===== src/ccd_fe_pkg.sv =====
// Constants shared by the CCD front end digital interface.
package ccd_fe_pkg;

  // ****************************************
  // Data path
  // ****************************************
  localparam int          DATA_W        = 12;
  localparam int          CLK_MHZ       = 20;
  localparam int          CONV_MAX_MHZ  = 28;

  // ****************************************
  // Serial settings word
  // ****************************************
  localparam int          SER_W         = 16;
  localparam int          SER_ADDR_HI   = 15;
  localparam int          SER_ADDR_LO   = 12;
  localparam logic [3:0]  SER_ADDR_GAIN = 4'h0;
  localparam logic [3:0]  SER_ADDR_POL  = 4'h1;
  localparam logic [3:0]  SER_ADDR_DLY  = 4'h2;

  // ****************************************
  // Gain, linear in decibels
  // ****************************************
  localparam int          GAIN_W        = 8;
  localparam int          GAIN_MIN_DB   = -6;
  localparam int          GAIN_MAX_DB   = 42;
  localparam logic [7:0]  GAIN_CODE_MAX = 8'hC0;
  localparam logic [7:0]  GAIN_RESET    = 8'h00;

  // ****************************************
  // Pulse polarity and output delay
  // ****************************************
  localparam int          POL_W         = 4;
  localparam logic [3:0]  POL_RESET     = 4'h0;
  localparam logic [1:0]  DLY_RESET     = 2'h0;
  localparam int          DLY0_NS       = 0;
  localparam int          DLY1_NS       = 5;
  localparam int          DLY2_NS       = 10;
  localparam int          DLY3_NS       = 13;
  localparam int          DLY_MAX_CYC   = 1;

  // ****************************************
  // Register map
  // ****************************************
  localparam logic [7:0]  REG_CONFIG    = 8'h00;
  localparam logic [7:0]  REG_STATUS    = 8'h04;
  localparam logic [7:0]  REG_LAST      = 8'h08;
  localparam logic [7:0]  REG_COUNT     = 8'h0C;
  localparam int          CFG_TP_EN     = 0;
  localparam int          CFG_TP_LO     = 16;
  localparam logic [31:0] CFG_MASK      = 32'h0FFF_0001;
  localparam logic [31:0] CFG_RESET     = 32'h0000_0000;
  localparam int          ST_POL_LO     = 8;
  localparam int          ST_DLY_LO     = 12;
  localparam int          ST_BLANK      = 16;
  localparam logic [1:0]  HTRANS_NONSEQ = 2'h2;

endpackage


===== src/output_delay.sv =====
// Selectable delay line for conversion words.
`timescale 1ns/10ps
module output_delay
  import ccd_fe_pkg::*;
#(
  parameter int W     = DATA_W,
  parameter int DEPTH = DLY_MAX_CYC
) (
  input  wire logic         clk_i,
  input  wire logic         rst_n_i,
  input  wire logic         valid_i,
  input  wire logic [W-1:0] data_i,
  input  wire logic [1:0]   taps_i,
  output logic              valid_o,
  output logic [W-1:0]      data_o
);

  logic [W-1:0] stage_ff [DEPTH];
  logic         vld_ff   [DEPTH];

  // ****************************************
  // Delay stages
  // ****************************************
  genvar g;
  generate
    for (g = 0; g < DEPTH; g++) begin : gen_stage
      if (g == 0) begin : gen_first
        always_ff @(posedge clk_i or negedge rst_n_i) begin
          if (!rst_n_i) begin
            stage_ff[g] <= '0;
            vld_ff[g]   <= 1'b0;
          end else begin
            stage_ff[g] <= data_i;
            vld_ff[g]   <= valid_i;
          end
        end
      end else begin : gen_next
        always_ff @(posedge clk_i or negedge rst_n_i) begin
          if (!rst_n_i) begin
            stage_ff[g] <= '0;
            vld_ff[g]   <= 1'b0;
          end else begin
            stage_ff[g] <= stage_ff[g-1];
            vld_ff[g]   <= vld_ff[g-1];
          end
        end
      end
    end
  endgenerate

  // ****************************************
  // Tap selection
  // ****************************************
  always_comb begin
    if (taps_i == 2'h0) begin
      valid_o = valid_i;
      data_o  = data_i;
    end else begin
      valid_o = vld_ff[32'(taps_i) - 1];
      data_o  = stage_ff[32'(taps_i) - 1];
    end
  end

endmodule


===== src/ccd_frontend_digital_interface.sv =====
// Digital side of the CCD front end: serial settings, pulse polarity, output word and AHB-Lite registers.
//
// How it works
// Each result leaves as a 12-bit word, bit 0 least, bit 11 most significant.
// The output buffer updates from conversion clock rising edges, which also pace conversions.
// One output word per conversion clock period, rates up to 28 MHz; here CLK_I at 20 MHz samples that clock, so at most 10 MHz.
// Blanking input low forces every output bit to zero; high is normal operation.
// Reset low resets the whole block at once, without a clock edge.
// One serial data bit shifts in on each shift clock rising edge.
// Latch strobe rising edge moves the shifted word into the internal settings.
// Optical black clamp input is active low unless its polarity bit is set.
// Reference level sampling input is active low by default.
// Video level sampling input is active low by default.
// Dummy pixel clamp input is active low by default.
// Gain code sets -6 dB to 42 dB in steps linear in decibels.
// Two-bit field adds 0, 5, 10 or 13 ns of output data delay; here codes 1 to 3 all add one CLK_I cycle.
// Settings stay unchanged while bits shift in, until the latch strobe edge.
// Reset restores all serial settings to defaults, polarity active low.
`timescale 1ns/10ps
module ccd_frontend_digital_interface
  import ccd_fe_pkg::*;
#(
  parameter int          DATA_WIDTH = DATA_W,
  parameter logic [7:0]  GAIN_MAX   = GAIN_CODE_MAX
) (
  input  wire logic                  CLK_I,
  input  wire logic                  RSTN_I,
  input  wire logic                  CONVERSION_CLOCK_I,
  input  wire logic [DATA_WIDTH-1:0] ADC_RESULT_I,
  input  wire logic                  OUTPUT_BLANK_N_I,
  input  wire logic                  OPTICAL_BLACK_CLAMP_PULSE_I,
  input  wire logic                  REFERENCE_SAMPLE_PULSE_I,
  input  wire logic                  VIDEO_SAMPLE_PULSE_I,
  input  wire logic                  DUMMY_PIXEL_CLAMP_PULSE_I,
  input  wire logic                  SERIAL_SHIFT_CLOCK_I,
  input  wire logic                  SERIAL_DATA_IN_I,
  input  wire logic                  SERIAL_LATCH_STROBE_I,
  input  wire logic                  HSEL_I,
  input  wire logic [31:0]           HADDR_I,
  input  wire logic [1:0]            HTRANS_I,
  input  wire logic                  HWRITE_I,
  input  wire logic [2:0]            HSIZE_I,
  input  wire logic [31:0]           HWDATA_I,
  input  wire logic                  HREADY_I,
  output logic      [31:0]           HRDATA_O,
  output logic                       HREADYOUT_O,
  output logic                       HRESP_O,
  output logic      [DATA_WIDTH-1:0] DATA_O,
  output logic                       DATA_VALID_O,
  output logic                       OB_CLAMP_O,
  output logic                       REF_SAMPLE_O,
  output logic                       VIDEO_SAMPLE_O,
  output logic                       DUMMY_CLAMP_O,
  output logic      [GAIN_W-1:0]     GAIN_CODE_O
);

  // ****************************************
  // Delay figures in cycles of CLK_I
  // ****************************************
  localparam int         DLY1_CYC = (DLY1_NS * CLK_MHZ + 999) / 1000;
  localparam int         DLY2_CYC = (DLY2_NS * CLK_MHZ + 999) / 1000;
  localparam int         DLY3_CYC = (DLY3_NS * CLK_MHZ + 999) / 1000;
  localparam logic [1:0] TAP0     = 2'(DLY0_NS);
  localparam logic [1:0] TAP1     = 2'((DLY1_CYC < 1) ? 1 : DLY1_CYC);
  localparam logic [1:0] TAP2     = 2'((DLY2_CYC < 1) ? 1 : DLY2_CYC);
  localparam logic [1:0] TAP3     = 2'((DLY3_CYC < 1) ? 1 : DLY3_CYC);

  logic                  conv_prev_ff;
  logic                  sclk_prev_ff;
  logic                  serial_latch_strobe_prev_ff;
  logic                  conv_rise;
  logic                  sclk_rise;
  logic                  serial_latch_strobe_rise;
  logic [SER_W-1:0]      shift_ff;
  logic [3:0]            ser_addr;
  logic [GAIN_W-1:0]     gain_ff;
  logic [POL_W-1:0]      pol_ff;
  logic [1:0]            dly_sel_ff;
  logic [1:0]            taps;
  logic [DATA_WIDTH-1:0] capt_ff;
  logic                  capt_vld_ff;
  logic                  dly_vld;
  logic [DATA_WIDTH-1:0] dly_data;
  logic [DATA_WIDTH-1:0] data_out_ff;
  logic                  data_vld_ff;
  logic                  ob_ff;
  logic                  ref_ff;
  logic                  vid_ff;
  logic                  dum_ff;
  logic [31:0]           count_ff;
  logic [31:0]           config_ff;
  logic [31:0]           nxt_config_ff;
  logic                  ahb_wr_ff;
  logic [7:0]            ahb_addr_ff;
  logic                  ahb_take;
  logic [31:0]           rd_value;
  logic [31:0]           hrdata_ff;
  logic                  hreadyout_ff;

  // ****************************************
  // Edge detection of sampled inputs
  // ****************************************
  always_ff @(posedge CLK_I or negedge RSTN_I) begin
    if (!RSTN_I) begin
      conv_prev_ff  <= 1'b0;
      sclk_prev_ff  <= 1'b0;
      serial_latch_strobe_prev_ff <= 1'b0;
    end else begin
      conv_prev_ff  <= CONVERSION_CLOCK_I;
      sclk_prev_ff  <= SERIAL_SHIFT_CLOCK_I;
      serial_latch_strobe_prev_ff <= SERIAL_LATCH_STROBE_I;
    end
  end

  assign conv_rise  = CONVERSION_CLOCK_I & ~conv_prev_ff;
  assign sclk_rise  = SERIAL_SHIFT_CLOCK_I & ~sclk_prev_ff;
  assign serial_latch_strobe_rise = SERIAL_LATCH_STROBE_I & ~serial_latch_strobe_prev_ff;

  // ****************************************
  // Serial shift register
  // ****************************************
  always_ff @(posedge CLK_I or negedge RSTN_I) begin
    if (!RSTN_I) begin
      shift_ff <= '0;
    end else if (sclk_rise) begin
      shift_ff <= {shift_ff[SER_W-2:0], SERIAL_DATA_IN_I};
    end
  end

  assign ser_addr = shift_ff[SER_ADDR_HI:SER_ADDR_LO];

  // ****************************************
  // Settings loaded by the latch strobe
  // ****************************************
  always_ff @(posedge CLK_I or negedge RSTN_I) begin
    if (!RSTN_I) begin
      gain_ff    <= GAIN_RESET;
      pol_ff     <= POL_RESET;
      dly_sel_ff <= DLY_RESET;
    end else if (serial_latch_strobe_rise) begin
      unique case (ser_addr)
        SER_ADDR_GAIN: begin
          // Gain in dB is GAIN_MIN_DB plus a fixed step per code up to GAIN_MAX_DB.
          if (shift_ff[GAIN_W-1:0] > GAIN_MAX) begin
            gain_ff <= GAIN_MAX;
          end else begin
            gain_ff <= shift_ff[GAIN_W-1:0];
          end
        end
        SER_ADDR_POL: begin
          pol_ff <= shift_ff[POL_W-1:0];
        end
        SER_ADDR_DLY: begin
          dly_sel_ff <= shift_ff[1:0];
        end
        default: begin
          gain_ff <= gain_ff;
        end
      endcase
    end
  end

  // ****************************************
  // Timing pulse polarity
  // ****************************************
  always_ff @(posedge CLK_I or negedge RSTN_I) begin
    if (!RSTN_I) begin
      ob_ff  <= 1'b0;
      ref_ff <= 1'b0;
      vid_ff <= 1'b0;
      dum_ff <= 1'b0;
    end else begin
      ob_ff  <= OPTICAL_BLACK_CLAMP_PULSE_I ~^ pol_ff[0];
      ref_ff <= REFERENCE_SAMPLE_PULSE_I ~^ pol_ff[1];
      vid_ff <= VIDEO_SAMPLE_PULSE_I ~^ pol_ff[2];
      dum_ff <= DUMMY_PIXEL_CLAMP_PULSE_I ~^ pol_ff[3];
    end
  end

  // ****************************************
  // Conversion capture
  // ****************************************
  always_ff @(posedge CLK_I or negedge RSTN_I) begin
    if (!RSTN_I) begin
      capt_ff     <= '0;
      capt_vld_ff <= 1'b0;
    end else begin
      capt_vld_ff <= conv_rise;
      if (conv_rise) begin
        if (config_ff[CFG_TP_EN]) begin
          capt_ff <= config_ff[CFG_TP_LO +: DATA_WIDTH];
        end else begin
          capt_ff <= ADC_RESULT_I;
        end
      end
    end
  end

  always_comb begin
    unique case (dly_sel_ff)
      2'h0: taps = TAP0;
      2'h1: taps = TAP1;
      2'h2: taps = TAP2;
      2'h3: taps = TAP3;
    endcase
  end

  output_delay #(
    .W     (DATA_WIDTH),
    .DEPTH (DLY_MAX_CYC)
  ) i_output_delay (
    .clk_i   (CLK_I),
    .rst_n_i (RSTN_I),
    .valid_i (capt_vld_ff),
    .data_i  (capt_ff),
    .taps_i  (taps),
    .valid_o (dly_vld),
    .data_o  (dly_data)
  );

  // ****************************************
  // Output buffer with blanking
  // ****************************************
  always_ff @(posedge CLK_I or negedge RSTN_I) begin
    if (!RSTN_I) begin
      data_out_ff <= '0;
      data_vld_ff <= 1'b0;
    end else begin
      data_vld_ff <= dly_vld;
      if (!OUTPUT_BLANK_N_I) begin
        data_out_ff <= '0;
      end else if (dly_vld) begin
        data_out_ff <= dly_data;
      end
    end
  end

  always_ff @(posedge CLK_I or negedge RSTN_I) begin
    if (!RSTN_I) begin
      count_ff <= '0;
    end else if (dly_vld) begin
      count_ff <= count_ff + 32'h0000_0001;
    end
  end

  // ****************************************
  // AHB-Lite slave
  // ****************************************
  assign ahb_take = HSEL_I & HREADY_I & (HTRANS_I == HTRANS_NONSEQ);

  always_ff @(posedge CLK_I or negedge RSTN_I) begin
    if (!RSTN_I) begin
      ahb_wr_ff   <= 1'b0;
      ahb_addr_ff <= '0;
    end else if (HREADY_I) begin
      ahb_wr_ff   <= ahb_take & HWRITE_I & (HADDR_I[31:8] == 24'h00_0000);
      ahb_addr_ff <= HADDR_I[7:0];
    end
  end

  always_comb begin
    nxt_config_ff = config_ff;
    if (ahb_wr_ff && (ahb_addr_ff == REG_CONFIG)) begin
      nxt_config_ff = HWDATA_I & CFG_MASK;
    end
  end

  always_ff @(posedge CLK_I or negedge RSTN_I) begin
    if (!RSTN_I) begin
      config_ff <= CFG_RESET;
    end else begin
      config_ff <= nxt_config_ff;
    end
  end

  always_comb begin
    rd_value = '0;
    if (HADDR_I[31:8] == 24'h00_0000) begin
      unique case (HADDR_I[7:0])
        REG_CONFIG: rd_value = nxt_config_ff;
        REG_STATUS: begin
          rd_value[GAIN_W-1:0]            = gain_ff;
          rd_value[ST_POL_LO +: POL_W]    = pol_ff;
          rd_value[ST_DLY_LO +: 2]        = dly_sel_ff;
          rd_value[ST_BLANK]              = OUTPUT_BLANK_N_I;
        end
        REG_LAST:   rd_value[DATA_WIDTH-1:0] = data_out_ff;
        REG_COUNT:  rd_value = count_ff;
        default:    rd_value = '0;
      endcase
    end
  end

  always_ff @(posedge CLK_I or negedge RSTN_I) begin
    if (!RSTN_I) begin
      hrdata_ff    <= '0;
      hreadyout_ff <= 1'b0;
    end else begin
      hreadyout_ff <= 1'b1;
      if (ahb_take && !HWRITE_I) begin
        hrdata_ff <= rd_value;
      end
    end
  end

  // ****************************************
  // Outputs
  // ****************************************
  assign HRDATA_O       = hrdata_ff;
  assign HREADYOUT_O    = hreadyout_ff;
  assign HRESP_O        = 1'b0;
  assign DATA_O         = data_out_ff;
  assign DATA_VALID_O   = data_vld_ff;
  assign OB_CLAMP_O     = ob_ff;
  assign REF_SAMPLE_O   = ref_ff;
  assign VIDEO_SAMPLE_O = vid_ff;
  assign DUMMY_CLAMP_O  = dum_ff;
  assign GAIN_CODE_O    = gain_ff;

endmodule


===== config.mk =====
export PLATFORM = sky130hd
export DESIGN_NAME = ccd_frontend_digital_interface
export DESIGN_NICKNAME = d
export VERILOG_FILES = /design/src/ccd_fe_pkg.sv /design/src/output_delay.sv /design/src/ccd_frontend_digital_interface.sv
export SDC_FILE = /design/constraint.sdc
export NUM_CORES = 1
export LEC_CHECK = 0
export ABC_CLOCK_PERIOD_IN_PS = 2100
export BUFFER_PORTS_ARGS = -buffer_cell sky130_fd_sc_hd__buf_2
export CAP_MARGIN = 10
export CORE_AREA = 2 2 189 117
export CTS_BUF_LIST = sky130_fd_sc_hd__clkbuf_2
export DETAILED_ROUTE_END_ITERATION = 12
export DIE_AREA = 0 0 191 119
export SKIP_CTS_REPAIR_TIMING = 1
export SKIP_LAST_GASP = 1
export SLEW_MARGIN = 30
export SYNTH_ARGS = -nofsm -noshare
export SYNTH_HDL_FRONTEND = slang
export SYNTH_SLANG_ARGS = --single-unit

===== constraint.sdc =====
create_clock -name CLK_I -period 2.1 [get_ports CLK_I]
set_input_delay 0.105 -clock CLK_I [delete_from_list [all_inputs] [get_ports CLK_I]]
set_output_delay 0.105 -clock CLK_I [all_outputs]
set_load 0.1 [all_outputs]

---- After elaboration in Yosys (flattened, before gate mapping) ----
Index checks and enable logic that the tools add are counted.
storage, ports and cells
  register bits ........................... 182
  latch bits .............................. 0
  memory bits (writable) .................. 0
  memory bits (read-only) ................. 0
  input bits .............................. 95
  logic and storage cells ................. 80
  memories ................................ 0
cells by class
  add/subtract/negate cells ............... 2
  multiply operators ...................... 0
  divide/modulo/power cells ............... 0
  order comparisons ....................... 2
  eq/ne operators ......................... 10
  shifts and indexed selects .............. 0
  muxes and demuxes ....................... 16
  bitwise logic cells ..................... 14
  reductions and logical operators ........ 13
operators with widths
  operator               count
  $mux 32                2
  $mux 12                5
  $pmux 12 s4            1
  $add 32x1->32 const B  1
  $lt 32x1->1 const B    1
  $pmux 15 s2            1
  $logic_not 24->1       1
  $eq 8x4->1 const B     2
  $logic_not 8->1        2
  $eq 8x3->1 const B     1
  $gt 8x8->1 const B     1
  $mux 8                 1
  $pmux 2 s2             2
  $and 1x1->1            7
  $eq 2x2->1 const B     3
  $pmux 2 s3             1
  $reduce_and 2->1       3
  $eq 4x1->1 const B     1
  $eq 4x2->1 const B     1
  $logic_not 2->1        2
  $logic_not 4->1        1
  $xnor 1x1->1           4
  $not 1->1              3
  $pmux 1 s3             1
  7 further kinds        9

---- Depth between registers and ports, before layout ----
  word-level depth ........................ 9
  depth in mapped cells ................... 7
  depth with buffers taken out ............ 5

---- Cells and area by module ----
From an unflattened synthesis, not the netlist that was laid out.
unflattened totals
  cells, all modules ...................... 655
  area total of the unflattened synthesis .. 7,618.6 sq um
by module, submodules not included
  module                          instances  cells an instance  area each (sq um)  seq. area each (sq um)
  ccd_frontend_digital_interface  1          627                7,078.0            4,229.1
  output_delay                    1          28                 540.5              325.3

---- Worst setup path after synthesis ----
No wires, ideal clock.
  path kind ............................... reg-to-reg
  from .................................... reg ahb_addr_ff[3]
  to ...................................... reg config_ff[25]
  setup time .............................. 0.127 ns
  data arrival time ....................... 1.589 ns
  required time ........................... 1.973 ns
  slack ................................... 0.384 ns
  stages on the path, launching flop included .. 5
  buffers on the path ..................... 1
  cell sequence ........................... dfrtp_1 > or4_4 > buf_6 > o31a_1 > or2_2
between the ends
  longest elaborated chain between the ends .. 3
RTL lines
  what                         line                                   RTL
  start, declared              ccd_frontend_digital_interface.sv:94   logic [7:0] ahb_addr_ff;
  start signal, assigned       ccd_frontend_digital_interface.sv:257  ahb_addr_ff <= HADDR_I[7:0];
  $logic_not 8->1              ccd_frontend_digital_interface.sv:263  if (ahb_wr_ff && (ahb_addr_ff == REG_CONFIG)) begin
  $logic_and 1x1->1            ccd_frontend_digital_interface.sv:263
  $mux 32                      ccd_frontend_digital_interface.sv:263
  named net nxt_config_ff[25]  ccd_frontend_digital_interface.sv:92   logic [31:0] nxt_config_ff;
  end signal, assigned         ccd_frontend_digital_interface.sv:272  config_ff <= nxt_config_ff;
  end, declared                ccd_frontend_digital_interface.sv:91   logic [31:0] config_ff;
The timed path passes the listed nets, and every way through them passes these cells.
A chain may end at the register's enable or synchronous reset.

---- Worst setup path after layout ----
  from .................................... in HADDR_I[18]
  to ...................................... reg ahb_wr_ff
between the ends
  longest elaborated chain between the ends .. 2
RTL lines
  what                  line                                   RTL
  start, declared       ccd_frontend_digital_interface.sv:39   input wire logic [31:0] HADDR_I,
  $logic_not 24->1      ccd_frontend_digital_interface.sv:256  ahb_wr_ff <= ahb_take & HWRITE_I & (HADDR_I[31:8] == 24'h00_0000);
  $and 1x1->1           ccd_frontend_digital_interface.sv:256
  end signal, assigned  ccd_frontend_digital_interface.sv:256
  end, declared         ccd_frontend_digital_interface.sv:93   logic ahb_wr_ff;
No other way between the ends.

==> impl_metrics.py <==
metrics = {
    "pwr": {
        "powerDensity_nw_per_um2": 808,
        "ir_drop_uv": 606,
        "p_leak_nw": 4.95,
    },
    "timing": {
        "fin_crit_sh_pct": 96.4,
        "final_hold_viol_count": 0,
        "max-slew-margin-rel_pct": 49.2,
        "setup_viol_count_final": 0,
        "worst_slew_pin_slew_ns": 0.762,
        "min_period_ns": 2.02,
        "rsz0062_at_grt": "false",
        "max_freq_ghz": 0.494,
        "fin_skew_ns": 0.0613,
        "drv_slew": 0,
        "fin_tns_setup_ns": 0,
        "setup_ws_ns": 0.0763,
    },
    "die": {
        "die_w_um": 191,
        "row_count": 42,
        "io-pin-count": 154,
        "dieArea_um2": 22700,
        "start_util_pct": 38.6,
        "die_y_um": 119,
        "core_um2": 21300,
    },
    "yosys": {
        "synth_seq_cells": 182,
        "synth_edf_count": 0,
        "netlist_instances": 738,
        "ys.flop_type": "dfrtp_1",
        "async_flop_share_pct": 100,
        "syn_area_per_cell_um2": 11.1,
        "ys_seq_area_share_pct": 55.4,
        "yosysWarningCount": 0,
        "yosys.cell_types.count": 55,
        "synth_nets": 834,
        "netlist_area_um2": 8220,
    },
    "global_route": {
        "grt_pass1_wl_mm": 33.6,
        "grt_pass1_vias": 5733,
        "grtUsageTotal_pct": 19.7,
        "grt_overflow": 0,
        "grt_max_degree": 56,
        "antenna_found_initial": 0,
    },
    "cells_and_area": {
        "fillCellCount": 1940,
        "fin_cells": 1243,
        "post-route-util_pct": 48.4,
        "fin_nets": 1040,
        "antenna_cells": 0,
        "syn2layout_area_growth_pct": 25.4,
        "drive_gt1_share_pct": 26.4,
    },
    "critical_path": {
        "cp.buffers_inverters": 4,
        "crit_slowest_cell": "dlygate4sd3_1",
        "cp_max_fo": 6,
        "crit_path_cell_trace": "dlygate4sd3_1 > buf_2 > or4_4 > dlygate4sd3_1 > nor2_4 > nand2_1 > o22ai_1 > dlygate4sd3_1",
        "cp_slowest_stage_delay_ns": 0.64,
        "endpoint_kind": "register",
        "critPathMostFrequentCell": "dlygate4sd3_1",
        "path_delay_family": "buffers and inverters",
        "arrival_ns": 2.76,
        "critPathLaunchType": "primary input",
        "crit_required_ns": 2.83,
        "crit_type": "primary input to register",
    },
    "detailed_routing": {
        "vias": 6442,
        "route.detailed.drc": 0,
        "drt_iter0_drc": 635,
        "postRouteAntennaNets": 0,
        "drt-total-wl_mm": 22.7,
        "dr.pass1.iters": 5,
        "via_per_inst": 5.18,
        "wl_per_cell_um": 18.2,
    },
    "worst_hold_path": {
        "hp-class": "primary input to register",
    },
    "run": {
        "maxCapViolCount": 0,
    },
    "clocking": {
        "cts-root-buf": "clkbuf_2",
        "clock_path_buffers": 2,
        "cts-buffers-inserted": 17,
        "cts_tree": "built",
        "clk-insertion-delay-late_ns": 0.78,
        "clk_pin_slew_worst_paths_ns": 0.27,
        "htreeDepth": 4,
        "numClockSinks": 182,
    },
    "place": {
        "io_buffers": 130,
        "hpwl_mm": 15.9,
        "routabilityCongestion": 0.860,
        "dp_cells": 1133,
        "dp_slack_ns": 0.143,
    },
    "run_status": {
        "outcome": "complete, no violations",
    },
}
## cell families (layout without fill, tap and decap cells)
| group | count (synthesis) | after routing | synth area share (%) |
|---|---|---|---|
| muxes | 48 | 48 | 6.39 |
| and+or+nand+nor | 264 | 264 | 17.8 |
| adders and majority gates | 1 | 1 | 0.152 |
| xor gates and xnor gates | 35 | 35 | 3.73 |
| other | 2 | 2 | 0.0913 |
| DFF | 182 | 182 | 55.4 |
| AOI/OAI and AO/OA | 136 | 136 | 12.4 |
| buffers and inverters | 70 | 289 | 4.06 |
## placed cells by master, fill, tap and decap left out, types with 5 or more instances in the layout
cell type / Yosys / final
a22o_1: 12 / 12
a32oi_1: 19 / 19
and2_1: 20 / 20
and3_1: 9 / 9
and4_1: 17 / 17
buf_2: 11 / 129
buf_4: 5 / 27
clkbuf_2: 1 / 17
clkinvlp_4: 0 / 5
dfrtp_1: 182 / 182
dlygate4sd3_1: 0 / 77
inv_1: 20 / 20
mux2_2: 36 / 36
mux2i_1: 12 / 12
nand2_1: 115 / 115
nand3_1: 37 / 37
nand4_1: 16 / 16
nor2_1: 6 / 6
nor4_1: 5 / 5
o2111ai_1: 9 / 9
o211a_1: 12 / 12
o211ai_1: 9 / 9
o21ai_0: 41 / 41
o21ai_1: 11 / 11
o31a_1: 11 / 11
or2_1: 5 / 5
or2_2: 6 / 6
xnor2_1: 30 / 30
xor2_1: 5 / 5
## worst register-to-register path, stage by stage (launching register included)
cell       delay, ns
dfrtp_1         0.47
or4_4           0.58
o31a_1          0.32
o2111ai_1       0.29
o211ai_1        0.13
## cells in the mapped netlist (all sizes together), types with 2 or more instances
cell type  instances  area, um^2
and2              20         125
nand3             37         185
xnor2             30         263
nor2b              4        25.0
clkbuf            29         110
dfrtp            182        4550
conb               2        7.51
mux2              36         405
nand4             17         121
o31a              11        96.3
nand2            115         432
or2               11        68.8
buf               21         149
nor2               7        33.8
a22o              12         105
a211oi             2        25.0
nor4               8        86.3
a21boi             2        15.0
a22oi              2        15.0
inv               20        75.1
o2111ai           11         109
and3               9        56.3
xor2               5        43.8
nand2b             4        25.0
a32oi             19         166
nor3               4        36.3
o211a             12         120
o21ai             52         260
and4              17         149
or4                4        45.0
mux2i             12         120
o211ai            11        92.6
## power breakdown
| part | leakage (nW) | total [mW] | switching (mW) | internal (mW) |
|---|---|---|---|---|
| logic | 2.36 | 2.07 | 1.45 | 0.618 |
| registers | 2.44 | 4.18 | 0.339 | 3.84 |
| clock network | 0.149 | 2.07 | 1.29 | 0.784 |
## flip-flops by register name, indices dropped and copies added, names as in the netlist
register,flops
HRDATA_O,32
config_ff,32
count_ff,32
shift_ff,16
DATA_O,12
capt_ff,12
i_output_delay.stage_ff,12
GAIN_CODE_O,8
ahb_addr_ff,8
pol_ff,4
dly_sel_ff,2
DATA_VALID_O,1
DUMMY_CLAMP_O,1
HREADYOUT_O,1
OB_CLAMP_O,1
REF_SAMPLE_O,1
VIDEO_SAMPLE_O,1
ahb_wr_ff,1
capt_vld_ff,1
conv_prev_ff,1
i_output_delay.vld_ff,1
sclk_prev_ff,1
serial_latch_strobe_prev_ff,1
## path summary, 6_finish.rpt
check                           slack, ns                              end                  startpoint  cells past startpoint
max in group asynchronous            1.29         count_ff[21]$_DFFE_PN0P_                      RSTN_I                      4
worst max-delay path                 0.08            ahb_wr_ff$_DFFE_PN0P_                 HADDR_I[18]                      8
worst min register to register       0.43  i_output_delay.vld_ff$_DFF_PN0_       capt_vld_ff$_DFF_PN0_                      0
worst min-delay path                 0.08           REF_SAMPLE_O$_DFF_PN0_    REFERENCE_SAMPLE_PULSE_I                      3
min in group asynchronous            0.39         shift_ff[12]$_DFFE_PN0P_                      RSTN_I                      4
worst max register to register       0.21         HRDATA_O[18]$_DFFE_PN0P_  ahb_addr_ff[1]$_DFFE_PN0P_                      4
## metal layers
metal | vias to the layer above | track usage [%] | part of all wire, %
met3 | 17 | 5.36 | 6.3
met5 | - | 0 | 0
met1 | 3207 | 32.8 | 52
met4 | 0 | 4.07 | 0.77
met2 | 161 | 24.5 | 41
li1 | 3057 | - | -
## stage by stage
stage	area (um^2)	hold slack (ns)	power, mW
after floorplan	8220	-0.191	5.60
after global placement	9220	0.0898	6.18
after detailed placement	9220	0.0893	6.19
after CTS	9510	-0.827	8.26
after global routing	10300	0.0104	8.71
final	10300	0.0780	8.33
## layout make-up
cell class | count | area (um^2) | area share, %
Sequential cell | 182 | 4550 | 44.2
Multi-Input combinational cell | 486 | 3340 | 32.4
Timing Repair Buffer | 237 | 1700 | 16.5
Tap cell | 286 | 358 | 3.47
Clock inverter | 15 | 200 | 1.94
Clock buffer | 17 | 85.1 | 0.825
Inverter | 20 | 75.1 | 0.728
No activity file was read; power rests on OpenSTA's default activity.
